`config.mk`:
```
export PLATFORM = sky130hd
export DESIGN_NAME = mdac_host_ctrl
export DESIGN_NICKNAME = d
export VERILOG_FILES = /design/src/logic/mdac_host_pkg.sv /design/src/logic/mdac_host_ctrl.sv /design/src/logic/mdac_pin_sync.sv
export VERILOG_INCLUDE_DIRS = /design/src /design/src/logic
export SDC_FILE = /design/constraint.sdc
export NUM_CORES = 1
export LEC_CHECK = 0
export ABC_AREA = 0
export BUFFER_PORTS_ARGS = -buffer_cell sky130_fd_sc_hd__buf_2
export CAP_MARGIN = 20
export CORE_ASPECT_RATIO = 0.8
export CORE_MARGIN = 2
export CORE_UTILIZATION = 57
export CTS_BUF_LIST = sky130_fd_sc_hd__clkbuf_8
export DETAILED_ROUTE_END_ITERATION = 7
export HOLD_SLACK_MARGIN = 0.12
export PLACE_DENSITY = 0.82
export SLEW_MARGIN = 20
export SYNTH_ARGS = -nofsm -noshare
export SYNTH_HDL_FRONTEND = slang
export SYNTH_SLANG_ARGS = --single-unit
```
`constraint.sdc`:
```
create_clock -name clk -period 2.3 [get_ports clk]
set_input_delay 0.46 -clock clk [delete_from_list [all_inputs] [get_ports clk]]
set_output_delay 0.46 -clock clk [all_outputs]
set_load 0.01 [all_outputs]
```
`src/logic/mdac_host_cfg.svh`:
```
// timing and field constants for the parallel multiplying-dac host controller
// assumes a 200 mhz clk; pin timing counts are derived from ns figures
`ifndef MDAC_HOST_CFG_SVH
`define MDAC_HOST_CFG_SVH
`define CLK_PERIOD_NS   5
// least select-low time per access, ns
`define SEL_LOW_NS      17
// least select-high time between accesses, ns
`define SEL_HIGH_NS     10
// least setup of data before select rises on a write, ns
`define TURN_NS         5
`define SEL_LOW_CYC     ((`SEL_LOW_NS + `CLK_PERIOD_NS - 1) / `CLK_PERIOD_NS)
`define SEL_HIGH_CYC    ((`SEL_HIGH_NS + `CLK_PERIOD_NS - 1) / `CLK_PERIOD_NS)
`define TURN_CYC        ((`TURN_NS + `CLK_PERIOD_NS - 1) / `CLK_PERIOD_NS)
`define CODE_WIDTH      12
`endif

```
`src/logic/mdac_host_pkg.sv`:
```
// types shared by the parallel multiplying-dac host controller
// no assumptions beyond a single clock domain
package mdac_host_pkg;
  typedef enum logic [4:0] {
    ST_IDLE  = 5'b0_0001,
    ST_SETUP = 5'b0_0010,
    ST_LOW   = 5'b0_0100,
    ST_RISE  = 5'b0_1000,
    ST_GAP   = 5'b1_0000
  } host_state_e;
endpackage

```
`src/logic/mdac_host_ctrl.sv`:
```
// host-side controller for a parallel-port multiplying dac: write and readback
// assumes the dac pins are wired directly; the bench resolves the data wire
// Overview of operation
// - the whole code moves as one parallel word per access, width as resolution
// - every write makes a falling and then a rising select edge
// - read/write high with select low is a readback request
// - readback only checks the loaded code and never changes it
// - stretch each access by wait states so pin timing holds
`timescale 1ns/1ps
`include "mdac_host_cfg.svh"
module mdac_host_ctrl #(
  parameter int CODE_W   = `CODE_WIDTH,
  parameter int LOW_CYC  = `SEL_LOW_CYC,
  parameter int HIGH_CYC = `SEL_HIGH_CYC,
  parameter int WAIT_CYC = 1
) (
  input  wire logic              clk,
  input  wire logic              rstn,
  input  wire logic              req_valid,
  input  wire logic              req_read,
  input  wire logic [CODE_W-1:0] req_code,
  output logic                   req_ready,
  output logic                   done_pulse,
  output logic      [CODE_W-1:0] rd_code,
  output logic                   rd_match,
  output logic                   sel_n,
  output logic                   rd_wr,
  output logic      [CODE_W-1:0] data_out,
  output logic                   data_oe,
  input  wire logic [CODE_W-1:0] data_in
);
  localparam int HOLD_CYC = LOW_CYC + WAIT_CYC;
  localparam int CNT_W    = 8;

  // refuse widths and counts that the pins or the 8-bit counter cannot serve
  if (CODE_W != 8 && CODE_W != 10 && CODE_W != 12) begin : g_bad_width
    $error("code width must be 8, 10 or 12");
  end
  if (HOLD_CYC < 1 || HOLD_CYC > 255 || HIGH_CYC < 1 || HIGH_CYC > 255) begin : g_bad_count
    $error("timing counts out of range");
  end

  function automatic logic [CNT_W-1:0] cnt_of(input int n);
    cnt_of = CNT_W'(n - 1);
  endfunction

  // last select-low cycle; the pin and result groups both act on it
  function automatic logic access_end(input mdac_host_pkg::host_state_e st,
                                      input logic [CNT_W-1:0]          cnt);
    access_end = (st == mdac_host_pkg::ST_LOW) && (cnt == '0);
  endfunction

  mdac_host_pkg::host_state_e state_ff, nxt_state;
  logic [CNT_W-1:0]  cnt_ff, nxt_cnt;
  logic              sel_n_ff, nxt_sel_n;
  logic              rd_wr_ff, nxt_rd_wr;
  logic              oe_ff, nxt_oe;
  logic [CODE_W-1:0] dout_ff, nxt_dout;
  logic [CODE_W-1:0] last_wr_ff, nxt_last_wr;
  logic [CODE_W-1:0] rd_code_ff, nxt_rd_code;
  logic              match_ff, nxt_match;
  logic              done_ff, nxt_done;
  logic [CODE_W-1:0] data_sync;

  // data pins come from another device, so sample through two flops
  mdac_pin_sync #(.WIDTH(CODE_W)) u_sync (
    .clk      (clk),
    .rstn     (rstn),
    .pin_in   (data_in),
    .pin_sync (data_sync)
  );

  // sequencer: state and the shared down-counter
  // the counter is shared: select-low hold first, then the select-high gap
  always_comb begin
    nxt_state = state_ff;
    nxt_cnt   = cnt_ff;
    unique case (state_ff)
      mdac_host_pkg::ST_IDLE: begin
        if (req_valid) begin
          nxt_cnt   = '0;
          nxt_state = mdac_host_pkg::ST_SETUP;
        end
      end
      // one cycle of rd_wr/data settle before select falls
      mdac_host_pkg::ST_SETUP: begin
        nxt_cnt   = cnt_of(HOLD_CYC);
        nxt_state = mdac_host_pkg::ST_LOW;
      end
      mdac_host_pkg::ST_LOW: begin
        if (cnt_ff != '0) begin
          nxt_cnt = cnt_ff - 1'b1;
        end else begin
          nxt_state = mdac_host_pkg::ST_RISE;
        end
      end
      mdac_host_pkg::ST_RISE: begin
        nxt_cnt   = cnt_of(HIGH_CYC);
        nxt_state = mdac_host_pkg::ST_GAP;
      end
      // gap keeps select high long enough before the next access
      mdac_host_pkg::ST_GAP: begin
        if (cnt_ff != '0) begin
          nxt_cnt = cnt_ff - 1'b1;
        end else begin
          nxt_state = mdac_host_pkg::ST_IDLE;
        end
      end
      // a lost one-hot bit falls back to idle with the pins parked
      default: begin
        nxt_cnt   = '0;
        nxt_state = mdac_host_pkg::ST_IDLE;
      end
    endcase
  end

  always_ff @(posedge clk) begin
    if (!rstn) begin
      state_ff <= mdac_host_pkg::ST_IDLE;
      cnt_ff   <= '0;
    end else begin
      state_ff <= nxt_state;
      cnt_ff   <= nxt_cnt;
    end
  end

  // pin group: select, direction and the write word
  always_comb begin
    nxt_sel_n = sel_n_ff;
    nxt_rd_wr = rd_wr_ff;
    nxt_oe    = oe_ff;
    nxt_dout  = dout_ff;
    unique case (state_ff)
      mdac_host_pkg::ST_IDLE: begin
        if (req_valid) begin
          nxt_rd_wr = req_read;
          nxt_dout  = req_code;
          nxt_oe    = !req_read;
        end
      end
      mdac_host_pkg::ST_SETUP: begin
        nxt_sel_n = 1'b0;
      end
      mdac_host_pkg::ST_LOW: begin
        if (access_end(state_ff, cnt_ff)) begin
          nxt_sel_n = 1'b1;
        end
      end
      // data stays driven one cycle past the rising edge for hold
      mdac_host_pkg::ST_RISE: begin
        nxt_oe    = 1'b0;
        nxt_rd_wr = 1'b1;
      end
      mdac_host_pkg::ST_GAP: begin
        nxt_oe = 1'b0;
      end
      default: begin
        nxt_sel_n = 1'b1;
        nxt_rd_wr = 1'b1;
        nxt_oe    = 1'b0;
      end
    endcase
  end

  always_ff @(posedge clk) begin
    if (!rstn) begin
      sel_n_ff <= 1'b1;
      rd_wr_ff <= 1'b1;
      oe_ff    <= 1'b0;
      dout_ff  <= '0;
    end else begin
      sel_n_ff <= nxt_sel_n;
      rd_wr_ff <= nxt_rd_wr;
      oe_ff    <= nxt_oe;
      dout_ff  <= nxt_dout;
    end
  end

  // result group: last written word, readback and the end-of-access pulse
  // rd_match is a host-side verdict, so software need not keep the last code
  always_comb begin
    nxt_last_wr = last_wr_ff;
    nxt_rd_code = rd_code_ff;
    nxt_match   = match_ff;
    nxt_done    = (state_ff == mdac_host_pkg::ST_RISE);
    if (access_end(state_ff, cnt_ff)) begin
      if (rd_wr_ff) begin
        // sync lags two cycles; select low long enough by wait states
        nxt_rd_code = data_sync;
        nxt_match   = (data_sync == last_wr_ff);
      end else begin
        nxt_last_wr = dout_ff;
      end
    end
  end

  always_ff @(posedge clk) begin
    if (!rstn) begin
      last_wr_ff <= '0;
      rd_code_ff <= '0;
      match_ff   <= 1'b0;
      done_ff    <= 1'b0;
    end else begin
      last_wr_ff <= nxt_last_wr;
      rd_code_ff <= nxt_rd_code;
      match_ff   <= nxt_match;
      done_ff    <= nxt_done;
    end
  end

  assign req_ready  = (state_ff == mdac_host_pkg::ST_IDLE);
  assign done_pulse = done_ff;
  assign rd_code    = rd_code_ff;
  assign rd_match   = match_ff;
  assign sel_n      = sel_n_ff;
  assign rd_wr      = rd_wr_ff;
  assign data_out   = dout_ff;
  assign data_oe    = oe_ff;
endmodule

```
`src/logic/mdac_pin_sync.sv`:
```
// two-flop synchroniser for a bus of pin inputs
// assumes the pins are quasi-static while sampled
`timescale 1ns/1ps
module mdac_pin_sync #(
  parameter int WIDTH = 12
) (
  input  wire logic             clk,
  input  wire logic             rstn,
  input  wire logic [WIDTH-1:0] pin_in,
  output logic      [WIDTH-1:0] pin_sync
);
  logic [WIDTH-1:0] meta_ff;
  logic [WIDTH-1:0] sync_ff;
  logic [WIDTH-1:0] nxt_meta;
  logic [WIDTH-1:0] nxt_sync;

  always_comb begin
    nxt_meta = rstn ? pin_in : '0;
    nxt_sync = rstn ? meta_ff : '0;
  end

  always_ff @(posedge clk) begin
    meta_ff <= nxt_meta;
    sync_ff <= nxt_sync;
  end

  assign pin_sync = sync_ff;
endmodule

```
### Word level (Yosys, flattened, before mapping)

Cells that the tools add are included.

| storage, ports and cells | value |
|---|---|
| register bits after elaboration | 78 |
| input port bits | 28 |
| output and inout port bits | 30 |

| cells by class | value |
|---|---|
| add/sub/neg operators | 1 |
| eq/ne operators | 11 |
| muxes and demuxes | 13 |
| bitwise logic cells | 4 |
| reduce and logical (&&, ||, !) cells | 16 |

Operator list:

| kind | number |
|---|---|
| $pmux 8 s4 | 1 |
| $pmux 5 s5 | 1 |
| $mux 8 | 2 |
| $mux 5 | 3 |
| $reduce_and 2->1 | 7 |
| $eq 12x12->1 | 1 |
| $logic_not 8->1 | 1 |
| $reduce_bool 8->1 | 1 |
| $sub 8x1->8 const B | 1 |
| $ne 2x2->1 const B | 3 |
| $reduce_or 3->1 | 2 |
| $eq 5x1->1 const B | 1 |
| $eq 5x2->1 const B | 1 |
| $eq 5x3->1 const B | 1 |
| $eq 5x4->1 const B | 1 |
| $eq 5x5->1 const B | 1 |
| $ne 2x1->1 const B | 2 |
| $not 1->1 | 4 |
| $pmux 1 s2 | 2 |
| $reduce_or 2->1 | 2 |
| $mux 1 | 3 |
| $pmux 1 s3 | 1 |
| $reduce_and 3->1 | 1 |
| $logic_and 1x1->1 | 1 |
| $logic_not 1->1 | 1 |

### Logic depth before layout (Yosys ltp)

Gate-level depths: netlist of the first run.

| logic depth | value |
|---|---|
| word-level depth | 4 |
| depth in mapped cells | 7 |
| gate-level depth less buffers | 6 |

### Cells and area by module

Synthesis of the first run repeated with hierarchy kept, for this count alone.

| second synthesis, totals | value |
|---|---|
| cells, all modules | 356 |
| area total of the unflattened synthesis | 3,136.8 um2 |

By module, submodules not included:

| module | instances | cells each | area each (um2) | sequential area each (um2) |
|---|---|---|---|---|
| mdac_host_ctrl | 1 | 306 | 2,461.1 | 1,081.0 |
| mdac_pin_sync | 1 | 50 | 675.6 | 480.5 |

### Least setup slack after synthesis of the first run

No wires, ideal clock.

| timing path | value |
|---|---|
| kind | flip-flop to flip-flop |
| start point | register cnt_ff[0] |
| end point | register rd_code_ff[4] (netlist: rd_code[4]) |
| library setup time | 0.128 ns |
| arrival time | 1.869 ns |
| slack | 0.303 ns |
| cell stages (with the launch flop) | 8 |
| path buffers | 1 |
| path through | dfxtp_1 inv_1 ha_1 or3b_2 nor4_4 buf_6 mux2i_1 nor2_1 |

| on the way | value |
|---|---|
| cells in the longest elaborated chain, start to end | 3 |

RTL lines:

| element | line | source |
|---|---|---|
| start, declared | mdac_host_ctrl.sv:54 | `logic [CNT_W-1:0] cnt_ff, nxt_cnt;` |
| start signal, assigned | mdac_host_ctrl.sv:123 | `cnt_ff <= nxt_cnt;` |
| $logic_not 8->1 | mdac_host_ctrl.sv:50 | `access_end = (st == mdac_host_pkg::ST_LOW) && (cnt == '0);` |
| $logic_and 1x1->1 | mdac_host_ctrl.sv:50 |  |
| $reduce_and 2->1 (no line) | -- |  |
| end signal, assigned | mdac_host_ctrl.sv:205 | `rd_code_ff <= nxt_rd_code;` |
| end, declared | mdac_host_ctrl.sv:60 | `logic [CODE_W-1:0] rd_code_ff, nxt_rd_code;` |

No other way between the ends.
A chain may end at the register's enable or synchronous reset.

### Final worst setup path of the first run

| timing path | value |
|---|---|
| start point | register cnt_ff[0] |
| end point | register rd_code_ff[1] (netlist: rd_code[1]) |

Same word-level chain as after synthesis.

==> impl_results.md, run 1 <==
* ANT nets after route at 0
* Clk slew on worst S/H paths at 0.08 ns
* PortBufs at 57
* Endpoint, Worst Hold: u_sync.meta_ff[4]
* Latest clock arrival within the worst-skew pair at around 0.35 ns
* Synth top area share at about half
* DP Wirelength at 4520 um
* Dpl cells at ~460
* Placement Cell Area at 3470 um^2
* Crit share post-route at approximately nine tenths
* Hold path cells at 2
* Vias per Instance at ~5.5
* Layout cells sized above 1 at 21.7%
* Peak Freq at about 480 MHz
* Worst hold path startpoint: data_in[4]
* Post-CTS Hold Fix Bufs at 0
* Placer Congestion at 0.834
* Layout Cells excl Fill at 471
* Worst-path cell chain: inv_1 -> ha_1 -> or3b_2 -> nor4_4 -> buf_4 -> mux2i_1 -> nor2_1
* Dominant cell by count in the synthesized netlist: dfxtp_1
* Total CTS buffers at 9
* Post-synth EDFFs at 0
* Vias at between 2,000 and 3,000
* Vias in the first global route at 2,357
* I/O pins at 58
* CTS tree: built
* Setup CP Type: reg -> reg
* Post-route design area at 3670 um^2
* Worst R2R Setup Slack at 0.22 ns
* Static leakage at roughly 0.0016 uW
* Total power at 2770 uW
* H-tree levels at 3
* Worst Skew at 0.0101 ns
* Avg WL per Cell at 13.9 um
* Worst path slowest cell: or3b_2
* DRC viols at 0
* Antenna violations before repair at 0
* Clock tree buffer depth at 2
* Site Rows at 24
* Max-slew headroom at 66.6%
* Nets at 431
* Reg2reg start: cnt_ff[0]
* DRT Pass-1 Iters at 4
* Post-place setup slack at 0.236 ns
* Core area at 5380 um^2
* CP max stage delay at 0.50 ns
* Largest net degree at the start of global routing at 48
* Root buf cell: clkbuf_8
* Post CTS Setup Buffer Count at 0
* Die area at 6100 um^2
* Final number of hold-violating endpoints at 0
* Final setup violation count at 0
* CP Capture Type: flip-flop
* Global-route wire length before repair at 10,900 um
* Cell taking the most area after synthesis: dfxtp_1
* Fin worst setup slack at between 0.2 and 0.25 ns
* Total Routed Length at 6560 um
* Synth async-reset ratio at 0%
* Cell Pwr Density at between 700 and 800 nW/um^2
* Synthesized area per cell at 9.04 um^2
* GRT Resource Usage Total at between 20% and 30%
* CTS Sinks at between 70 and 80
* Final Max Tran Viols at 0
* Number of buffers and inverters on the critical path at 2
* Setup TNS at 0 ns
* Worst EP arrival at 2.31 ns
* Post-cts gate resize count at 0
* Syn-to-layout area delta at 17.2%
* Peak supply drop at 0.000391 V
* CP required at approximately 2.5 ns
* Register area share after synthesis at 49.9%
* Synth Net Count at 376
* Antenna cells at 0
* Synthesized instance count at around 350
* Initial core utilization at 58.2%
* Synthesis Warnings at 0
* Outcome: complete, no violations
* Crit-path max FO at 13
* Critical Path Start Type: flip-flop
* Global route total overflow at 0
* Period minus WS final at 2.08 ns
* Cell family with most CP delay: simple AND/OR/NAND/NOR gates
* DRT iter0 DRCs at 216
* Synth top area cells: dfxtp_1 (50%), a21oi_1 (5.1%), and2_1 (5.0%)
* Worst-margin pin slew at ~0.5 ns
* Die width at 86.8 um
* Commonest cells in the netlist: dfxtp_1 (78), a21oi_1 (32), nand2_1 (32)
* Max-cap violations at 0
* RSZ-0062 raised after global routing: false
* R2R depth at 7
* FF+latch count, synth at 78
* Mapped cell area at 3130 um^2
* Hold WC Path Type: in -> reg
* Synth cell types at 48
* FF-to-FF End: rd_code[1]
* Chip Height at 70.2 um
* Synth Flop Type: dfxtp_1
report_power, final:
part	switching (uW)	total, uW	internal (uW)
clock	510	1010	504
sequential	46.0	1450	1400
combinational	179	312	133
cells by family after synthesis:
family / count (synthesis) / synth area share (%)
simple gates: 135 / 23.0
flops: 78 / 49.9
compound gates: 70 / 13.4
buf+inv: 33 / 4.44
xor+xnor: 15 / 4.20
mux: 13 / 4.20
fa+ha+maj: 2 / 0.800
routing by layer:
| layer | track usage, % | share of wire, % | wire length (um) | up-vias |
|---|---|---|---|---|
| met2 | 31.8 | 44 | 2900 | 74 |
| met5 | 0 | 0 | 0 | - |
| met4 | 7.64 | 1.1 | 72 | 0 |
| met3 | 6.38 | 5.7 | 376 | 8 |
| li1 | - | - | - | 1312 |
| met1 | 33.0 | 49 | 3210 | 1207 |
worst reg2reg max path: cells and delay by family, from the launching register on:
family	cells	cell delay [ns]
buf+inv	2	0.39
simple gates	3	0.81
mux	1	0.24
fa+ha+maj	1	0.19
flops	1	0.32
worst max path at each step:
stage | startpoint | endpoint | cells after the start
after floorplan | cnt_ff[0] | rd_code[4] | 7
after global placement | cnt_ff[0] | rd_code[1] | 7
after detailed placement | cnt_ff[0] | rd_code[1] | 7
after CTS | cnt_ff[0] | rd_code[1] | 7
after global routing | cnt_ff[0] | last_wr_ff[2] | 6
final | cnt_ff[0] | rd_code[1] | 7
stage by stage:
stage	utilization (%)	hold WS [ns]
after CTS	68.2	0.297
after global routing	68.2	0.300
after floorplan	-	0.412
after global placement	64.5	0.416
after detailed placement	64.5	0.417
final	68.2	0.310
area by class of cell:
type | count | area (um^2)
repair buffers | 67 | 360
clock inverters | 7 | 75.1
multi-input cells | 235 | 1430
inverters | 10 | 37.5
clock buffers | 9 | 124
fillers | 436 | 1710
well taps | 65 | 81.3
flip-flops and latches | 78 | 1560
cell usage in the layout (no fill, tap or decap), types with 5 or more instances in the layout:
cell type,instances
dfxtp_1,78
buf_2,57
nand2_1,32
a21oi_1,32
nor2_1,27
and2_1,25
o21ai_0,16
xor2_1,14
nand3_1,14
mux2i_1,12
inv_1,11
buf_4,10
clkbuf_8,9
nor4_1,6
or4_1,5
nor3_1,5
flip-flops by register name, indices dropped and copies added, names as in the netlist, 5 cells and up:
register	cells
data_out	12
last_wr_ff	12
rd_code	12
u_sync.meta_ff	12
u_sync.pin_sync	12
cnt_ff	8
state_ff	5
No activity file was read; power rests on OpenSTA's default activity.
==> run 2: changes to the inputs <==
--- a/config.mk
+++ b/config.mk
@@ -9,7 +9,6 @@
 export ABC_AREA = 0
 export BUFFER_PORTS_ARGS = -buffer_cell sky130_fd_sc_hd__buf_2
 export CAP_MARGIN = 20
-export CORE_ASPECT_RATIO = 0.8
 export CORE_MARGIN = 2
 export CORE_UTILIZATION = 57
 export CTS_BUF_LIST = sky130_fd_sc_hd__clkbuf_8
==> impl_results.md, run 2 (synthesis results as in run 1) <==
* Outcome: complete, no violations
* Hold path cells at 2 (unchanged)
* CTS Sinks at 78 (unchanged)
* Site Rows at 26 (+8.3%)
* Latest clock arrival within the worst-skew pair at 0.35 ns (about the same)
* Worst Skew at 0.00786 ns (-0.00223 ns)
* Setup TNS at 0 ns (unchanged)
* Switch Pwr at 741 uW (+0.73%)
* CP max stage delay at 0.50 ns (about the same)
* FF-to-FF End: rd_code[4]
* Chip Height at 78.1 um (+11%)
* Final hold slack at 0.306 ns (-0.00395 ns)
* # fillers at 391 (-10%)
* Period minus WS final at 2.11 ns (+0.0290 ns)
* Total Routed Length at 6710 um (+2.4%)
* Endpoint, Worst Hold: u_sync.meta_ff[7]
* Initial core utilization at 60.1% (+1.9 points)
* Avg WL per Cell at 14.0 um (+0.88%)
* Die area at 6090 um^2 (about the same)
* Clock tree buffer depth at 2 (unchanged)
* Post-place setup slack at 0.187 ns (-0.0480 ns)
* Worst hold path startpoint: data_in[7]
* DRC viols at 0 (unchanged)
* Worst R2R Setup Slack at 0.19 ns (-0.03 ns)
* Fin worst setup slack at 0.194 ns (-0.0290 ns)
* RSZ-0062 raised after global routing: false
* Clk slew on worst S/H paths at 0.08 ns (about the same)
* Cell Pwr Density at 854 nW/um^2 (+13%)
* I/O pins at 58 (unchanged)
* Max-cap violations at 0 (unchanged)
* Core area at 5200 um^2 (-3.2%)
* R2R depth at 7 (unchanged)
* Static leakage at 0.00164 uW (+3.6%)
* Peak Freq at 475 MHz (-1.4%)
* Antenna violations before repair at 0 (unchanged)
* Max-slew headroom at 54.8% (-12 points)
* Post-CTS Hold Fix Bufs at 0 (unchanged)
* H-tree levels at 3 (unchanged)
* Critical Path Start Type: flip-flop
* Flop pwr share at 44.9% (-7.3 points)
* Comb power frac at 9.8% (-1.5 points)
* Hold WC Path Type: in -> reg
* CTS tree: built
* Crit share post-route at 91.6% (+1.3 points)
* PortBufs at 57 (unchanged)
* Antenna cells at 0 (unchanged)
* Worst-margin pin slew at 0.678 ns (+0.178 ns)
* DP Wirelength at 4720 um (+4.5%)
* Most frequent cells in the layout: dfxtp_1 (78), buf_2 (57), nand2_1 (32), a21oi_1 (32), nor2_1 (27)
* Sw Ratio at 23.0% (-3.6 points)
* Syn-to-layout area delta at 20.9%
* DRT iter0 DRCs at 150 (-31%)
* Crit-path max FO at 13 (unchanged)
* Final number of hold-violating endpoints at 0 (unchanged)
* Final setup violation count at 0 (unchanged)
* GRT Resource Usage Total at 23.4% (+0.89 points)
* Global-route wire length before repair at 11,200 um (+3.6%)
* Placer Congestion at 0.861 (+3.3%)
* Internal at 2490 uW (+22%)
* Layout cells sized above 1 at 22.3% (+0.63 points)
* ANT nets after route at 0 (unchanged)
* Largest net degree at the start of global routing at 31 (-35%)
* Final Max Tran Viols at 0 (unchanged)
* Worst-path cell chain: inv_1 -> ha_1 -> or3b_2 -> nor4_4 -> buf_4 -> mux2i_1 -> nor2_1
* Setup CP Type: reg -> reg
* Peak supply drop at 0.000647 V (+66%)
* Reg2reg start: cnt_ff[0]
* Total power at 3230 uW (+16%)
* Worst EP arrival at 2.35 ns (+0.04 ns)
* Global route total overflow at 0 (unchanged)
* Most common cell after layout, fill and taps aside: dfxtp_1
* Die width at 78.1 um (-10%)
* Vias in the first global route at 2,404 (+2.0%)
* Post-cts gate resize count at 0 (unchanged)
* Final Util at 72.6% (+4.4 points)
* Vias at 2,600 (-0.038%)
* Total CTS buffers at 9 (unchanged)
* Vias per Instance at 5.44 (-1.5%)
* Post CTS Setup Buffer Count at 0 (unchanged)
* Worst path slowest cell: or3b_2
* CP required at 2.54 ns (about the same)
* DRT Pass-1 Iters at 4 (unchanged)
* Nets at 433 (+0.46%)
* Root buf cell: clkbuf_8
* CP Capture Type: flip-flop
* Clk pwr share at 45.3% (+8.7 points)
[run 2: cell count changes in the layout (fill, tap and decap cells not counted), sizes merged]
cell | before | now
bufinv | 1 | 5
clkinvlp | 2 | 0
buf | 67 | 69
clkinv | 2 | 0
[run 2: power groups by stage]
stage / Sequential (uW) / Clock (uW) / Combinational (uW)
6_report: 1450 / 1460 / 315
3_3_place_gp: 1480 / 0 / 305
4_1_cts: 1450 / 1480 / 314
5_1_grt: 1460 / 1550 / 350
2_1_floorplan: 1470 / 0 / 213
3_5_place_dp: 1480 / 0 / 313
[run 2: critical path, delay by kind of cell (launching register included)]
| family | cells | cell delay (ns) |
|---|---|---|
| and+or+nand+nor | 3 | 0.85 |
| adders and majority gates | 1 | 0.19 |
| muxes | 1 | 0.26 |
| DFF | 1 | 0.31 |
| buffers and inverters | 2 | 0.39 |
[run 2: worst max-delay path by stage]
stage	start	endpoint	slack, ns	depth (start not counted)
after global placement	cnt_ff[0]	rd_code[7]	0.34	7
after floorplan	cnt_ff[0]	rd_code[4]	0.30	7
after global routing	cnt_ff[0]	rd_code[4]	0.07	7
after detailed placement	cnt_ff[0]	rd_code[4]	0.19	7
final	cnt_ff[0]	rd_code[4]	0.19	7
after CTS	cnt_ff[0]	rd_code[4]	0.18	7
[run 2: cell type report]
type                       instances  area, um^2  area share [%]
clock inverter                     7         168            4.44
clock buffer                       9         124            3.28
tap                               70        87.6            2.32
inverter                          10        37.5           0.993
sequential                        78        1560            41.3
multi-input combinational        235        1430            37.7
timing repair buffer              69         375            9.93
[run 2: stage by stage]
| stage | cell area, um^2 | instances |
|---|---|---|
| after floorplan | 3130 | 346 |
| after global placement | 3490 | 462 |
| after detailed placement | 3490 | 462 |
| after CTS | 3780 | 478 |
| after global routing | 3780 | 478 |
| final | 3780 | 478 |
[run 2: layer usage]
metal  track usage [%]  routed length [um]  up-vias
met5                 0                   0        -
met4              10.4                 108        0
met3              4.60                 317       10
met2              37.6                3310       70
met1              30.8                2980     1210
li1                  -                   -     1310
==> run 3: changes to the inputs <==
--- a/config.mk
+++ b/config.mk
@@ -10,11 +10,11 @@
 export BUFFER_PORTS_ARGS = -buffer_cell sky130_fd_sc_hd__buf_2
 export CAP_MARGIN = 20
 export CORE_MARGIN = 2
-export CORE_UTILIZATION = 57
+export CORE_UTILIZATION = 59
 export CTS_BUF_LIST = sky130_fd_sc_hd__clkbuf_8
 export DETAILED_ROUTE_END_ITERATION = 7
 export HOLD_SLACK_MARGIN = 0.12
-export PLACE_DENSITY = 0.82
+export PLACE_DENSITY = 0.84
 export SLEW_MARGIN = 20
 export SYNTH_ARGS = -nofsm -noshare
 export SYNTH_HDL_FRONTEND = slang
==> constraint.sdc (replaced) <==
create_clock -name clk -period 2.7 [get_ports clk]
set_input_delay 0.54 -clock clk [delete_from_list [all_inputs] [get_ports clk]]
set_output_delay 0.54 -clock clk [all_outputs]
set_load 0.01 [all_outputs]
==> impl_results.md, run 3 (synthesis results as in run 1) <==
* PortBufs at 57 (unchanged)
* Met2 Usage GRT at 43.4% (+5.8 points)
* H-tree levels at 3 (unchanged)
* Antenna violations before repair at 0 (unchanged)
* Vias at 2,624 (+0.92%)
* Static leakage at 0.00156 uW (-4.8%)
* Crit share post-route at slightly above 80%
* Period minus WS final at 2.20 ns
* Peak Freq at 454 MHz
* CP Capture Type: output port
* CTS tree: built
* Core area at 5110 um^2 (-1.9%)
* Dpl cells at 457 (-1.1%)
* Vias in the first global route at 2,533 (+5.4%)
* Antenna cells at 0 (unchanged)
* Final Max Tran Viols at 0 (unchanged)
* Reg2reg start: cnt_ff[0]
* Post CTS Setup Buffer Count at 0 (unchanged)
* Post-place setup slack at 0.616 ns (+0.429 ns)
* Global-route wire length before repair at 11,200 um (-0.25%)
* CP required at 2.16 ns (-0.38 ns)
* Post-cts gate resize count at 0 (unchanged)
* Most frequent cells in the layout: dfxtp_1 (78), buf_2 (57), nand2_1 (32), a21oi_1 (32), nor2_1 (27)
* Met3 GRT Util at 4.24% (-0.36 points)
* Cell Pwr Density at 624 nW/um^2 (-27%)
* Clk pwr share at 33.9% (-11 points)
* Die width at 76.8 um (-1.6%)
* Crit-path max FO at 14 (+1)
* Grt met1 use at 26.1% (-4.7 points)
* Die area at 5900 um^2 (-3.2%)
* Max-slew headroom at 50.0% (-4.8 points)
* Gr busiest metal: met2
* GRT Resource Usage Total at 23.8% (+0.42 points)
* R2R depth at 7 (unchanged)
* Critical path origin: state_ff[4]
* Site Rows at 26 (unchanged)
* Peak supply drop at 0.000313 V (-52%)
* Switch Pwr at 622 uW (-16%)
* Flop pwr share at 54.9% (+10 points)
* Setup TNS at 0 ns (unchanged)
* Chip Height at 76.8 um (-1.6%)
* Latest clock arrival within the worst-skew pair at 0.34 ns (about the same)
* Outcome: complete, no violations
* Setup CP Type: reg -> out
* # fillers at 418 (+6.9%)
* ANT nets after route at 0 (unchanged)
* Hold WC Path Type: in -> reg
* Worst-margin pin slew at 0.744 ns (+0.0662 ns)
* Clk slew on worst S/H paths at 0.08 ns (about the same)
* Syn-to-layout area delta at 15.9%
* Final setup violation count at 0 (unchanged)
* Most common cell after layout, fill and taps aside: dfxtp_1
* Layout cells sized above 1 at 21.3% (-0.96 points)
* Worst Skew at 0.00515 ns (-0.00271 ns)
* Final Util at 70.9% (-1.7 points)
* Nets at 428 (-1.2%)
* Post-CTS Hold Fix Bufs at 0 (unchanged)
* Max-cap violations at 0 (unchanged)
* Worst R2R Setup Slack at 0.60 ns (+0.41 ns)
* Layout Cells excl Fill at 473 (-1.0%)
* DRT iter0 DRCs at 152 (+1.3%)
* Total power at 2260 uW (-30%)
* Initial core utilization at 61.2% (+1.1 points)
* Largest net degree at the start of global routing at 31 (unchanged)
* Clock tree buffer depth at 2 (unchanged)
* RSZ-0062 raised after global routing: false
* Critical Path Start Type: flip-flop
* Vias per Instance at 5.55 (+2.0%)
* Fin worst setup slack at 0.497 ns (+0.303 ns)
* DRC viols at 0 (unchanged)
* Final number of hold-violating endpoints at 0 (unchanged)
* Placer Congestion at 0.851 (-1.2%)
* DP Wirelength at 4530 um (-4.0%)
* CTS Sinks at 78 (unchanged)
* Root buf cell: clkbuf_8
* DRT Pass-1 Iters at 4 (unchanged)
* FF-to-FF End: rd_code[7]
* Total CTS buffers at 9 (unchanged)
* Internal at 1640 uW (-34%)
* Avg WL per Cell at 14.1 um (+0.15%)
* Total Routed Length at 6650 um (-0.89%)
* Global route total overflow at 0 (unchanged)
* Worst EP arrival at 1.66 ns (-0.69 ns)
* I/O pins at 58 (unchanged)
* Worst Setup EP: req_ready
* Sw Ratio at 27.5% (+4.6 points)
* Comb power frac at 11.2% (+1.4 points)
==> run 3: cell types whose count changed in the layout (fill, tap and decap cells not counted) <==
cell | previous run | this run
clkinv_4 | 0 | 1
clkinvlp_4 | 0 | 1
clkinv_2 | 0 | 3
buf_4 | 12 | 7
bufinv_16 | 5 | 0
==> run 3: cell type report <==
cell class,count,area (um^2),share of cell area [%]
clock buffer,9,124,3.42
clock inverter,7,48.8,1.35
inverter,10,37.5,1.04
multi-input combinational,235,1430,39.4
sequential,78,1560,43.1
tap,70,87.6,2.42
timing repair buffer,64,338,9.32
==> run 3: critical path, stage by stage (launching register included) <==
cell and delay, ns:
dfxtp_1 0.45, nor4_1 0.52, nand2_1 0.16, inv_1 0.07, buf_2 0.12
==> run 3: worst min-delay path by stage <==
stage / start / end / slack, ns / cells past startpoint
6_report: data_in[9] / u_sync.meta_ff[9] / 0.40 / 2
5_1_grt: data_in[0] / u_sync.meta_ff[0] / 0.39 / 2
4_1_cts: data_in[1] / u_sync.meta_ff[1] / 0.38 / 2
3_5_place_dp: u_sync.meta_ff[2] / u_sync.pin_sync[2] / 0.42 / 1
3_3_place_gp: u_sync.meta_ff[9] / u_sync.pin_sync[9] / 0.42 / 1
2_1_floorplan: u_sync.meta_ff[0] / u_sync.pin_sync[0] / 0.41 / 1
==> run 3: power groups by stage <==
| stage | registers (uW) | clock network (uW) | logic, uW |
|---|---|---|---|
| 2_1_floorplan | 1250 | 0 | 181 |
| 3_3_place_gp | 1270 | 0 | 243 |
| 4_1_cts | 1240 | 780 | 252 |
| 6_report | 1240 | 766 | 253 |
| 5_1_grt | 1250 | 822 | 281 |
| 3_5_place_dp | 1270 | 0 | 249 |
==> run 3: per-stage QoR <==
stage,area (um^2),hold slack [ns]
after floorplan,3130,0.412
after global placement,3450,0.419
after detailed placement,3450,0.419
after CTS,3620,0.383
after global routing,3620,0.387
final,3620,0.395
==> run 3: per-layer routing <==
metal / up-vias / part of all wire (%)
met2: 82 / 51
met4: 0 / 3.0
met5: - / 0
li1: 1306 / -
met1: 1215 / 42
met3: 21 / 4.8
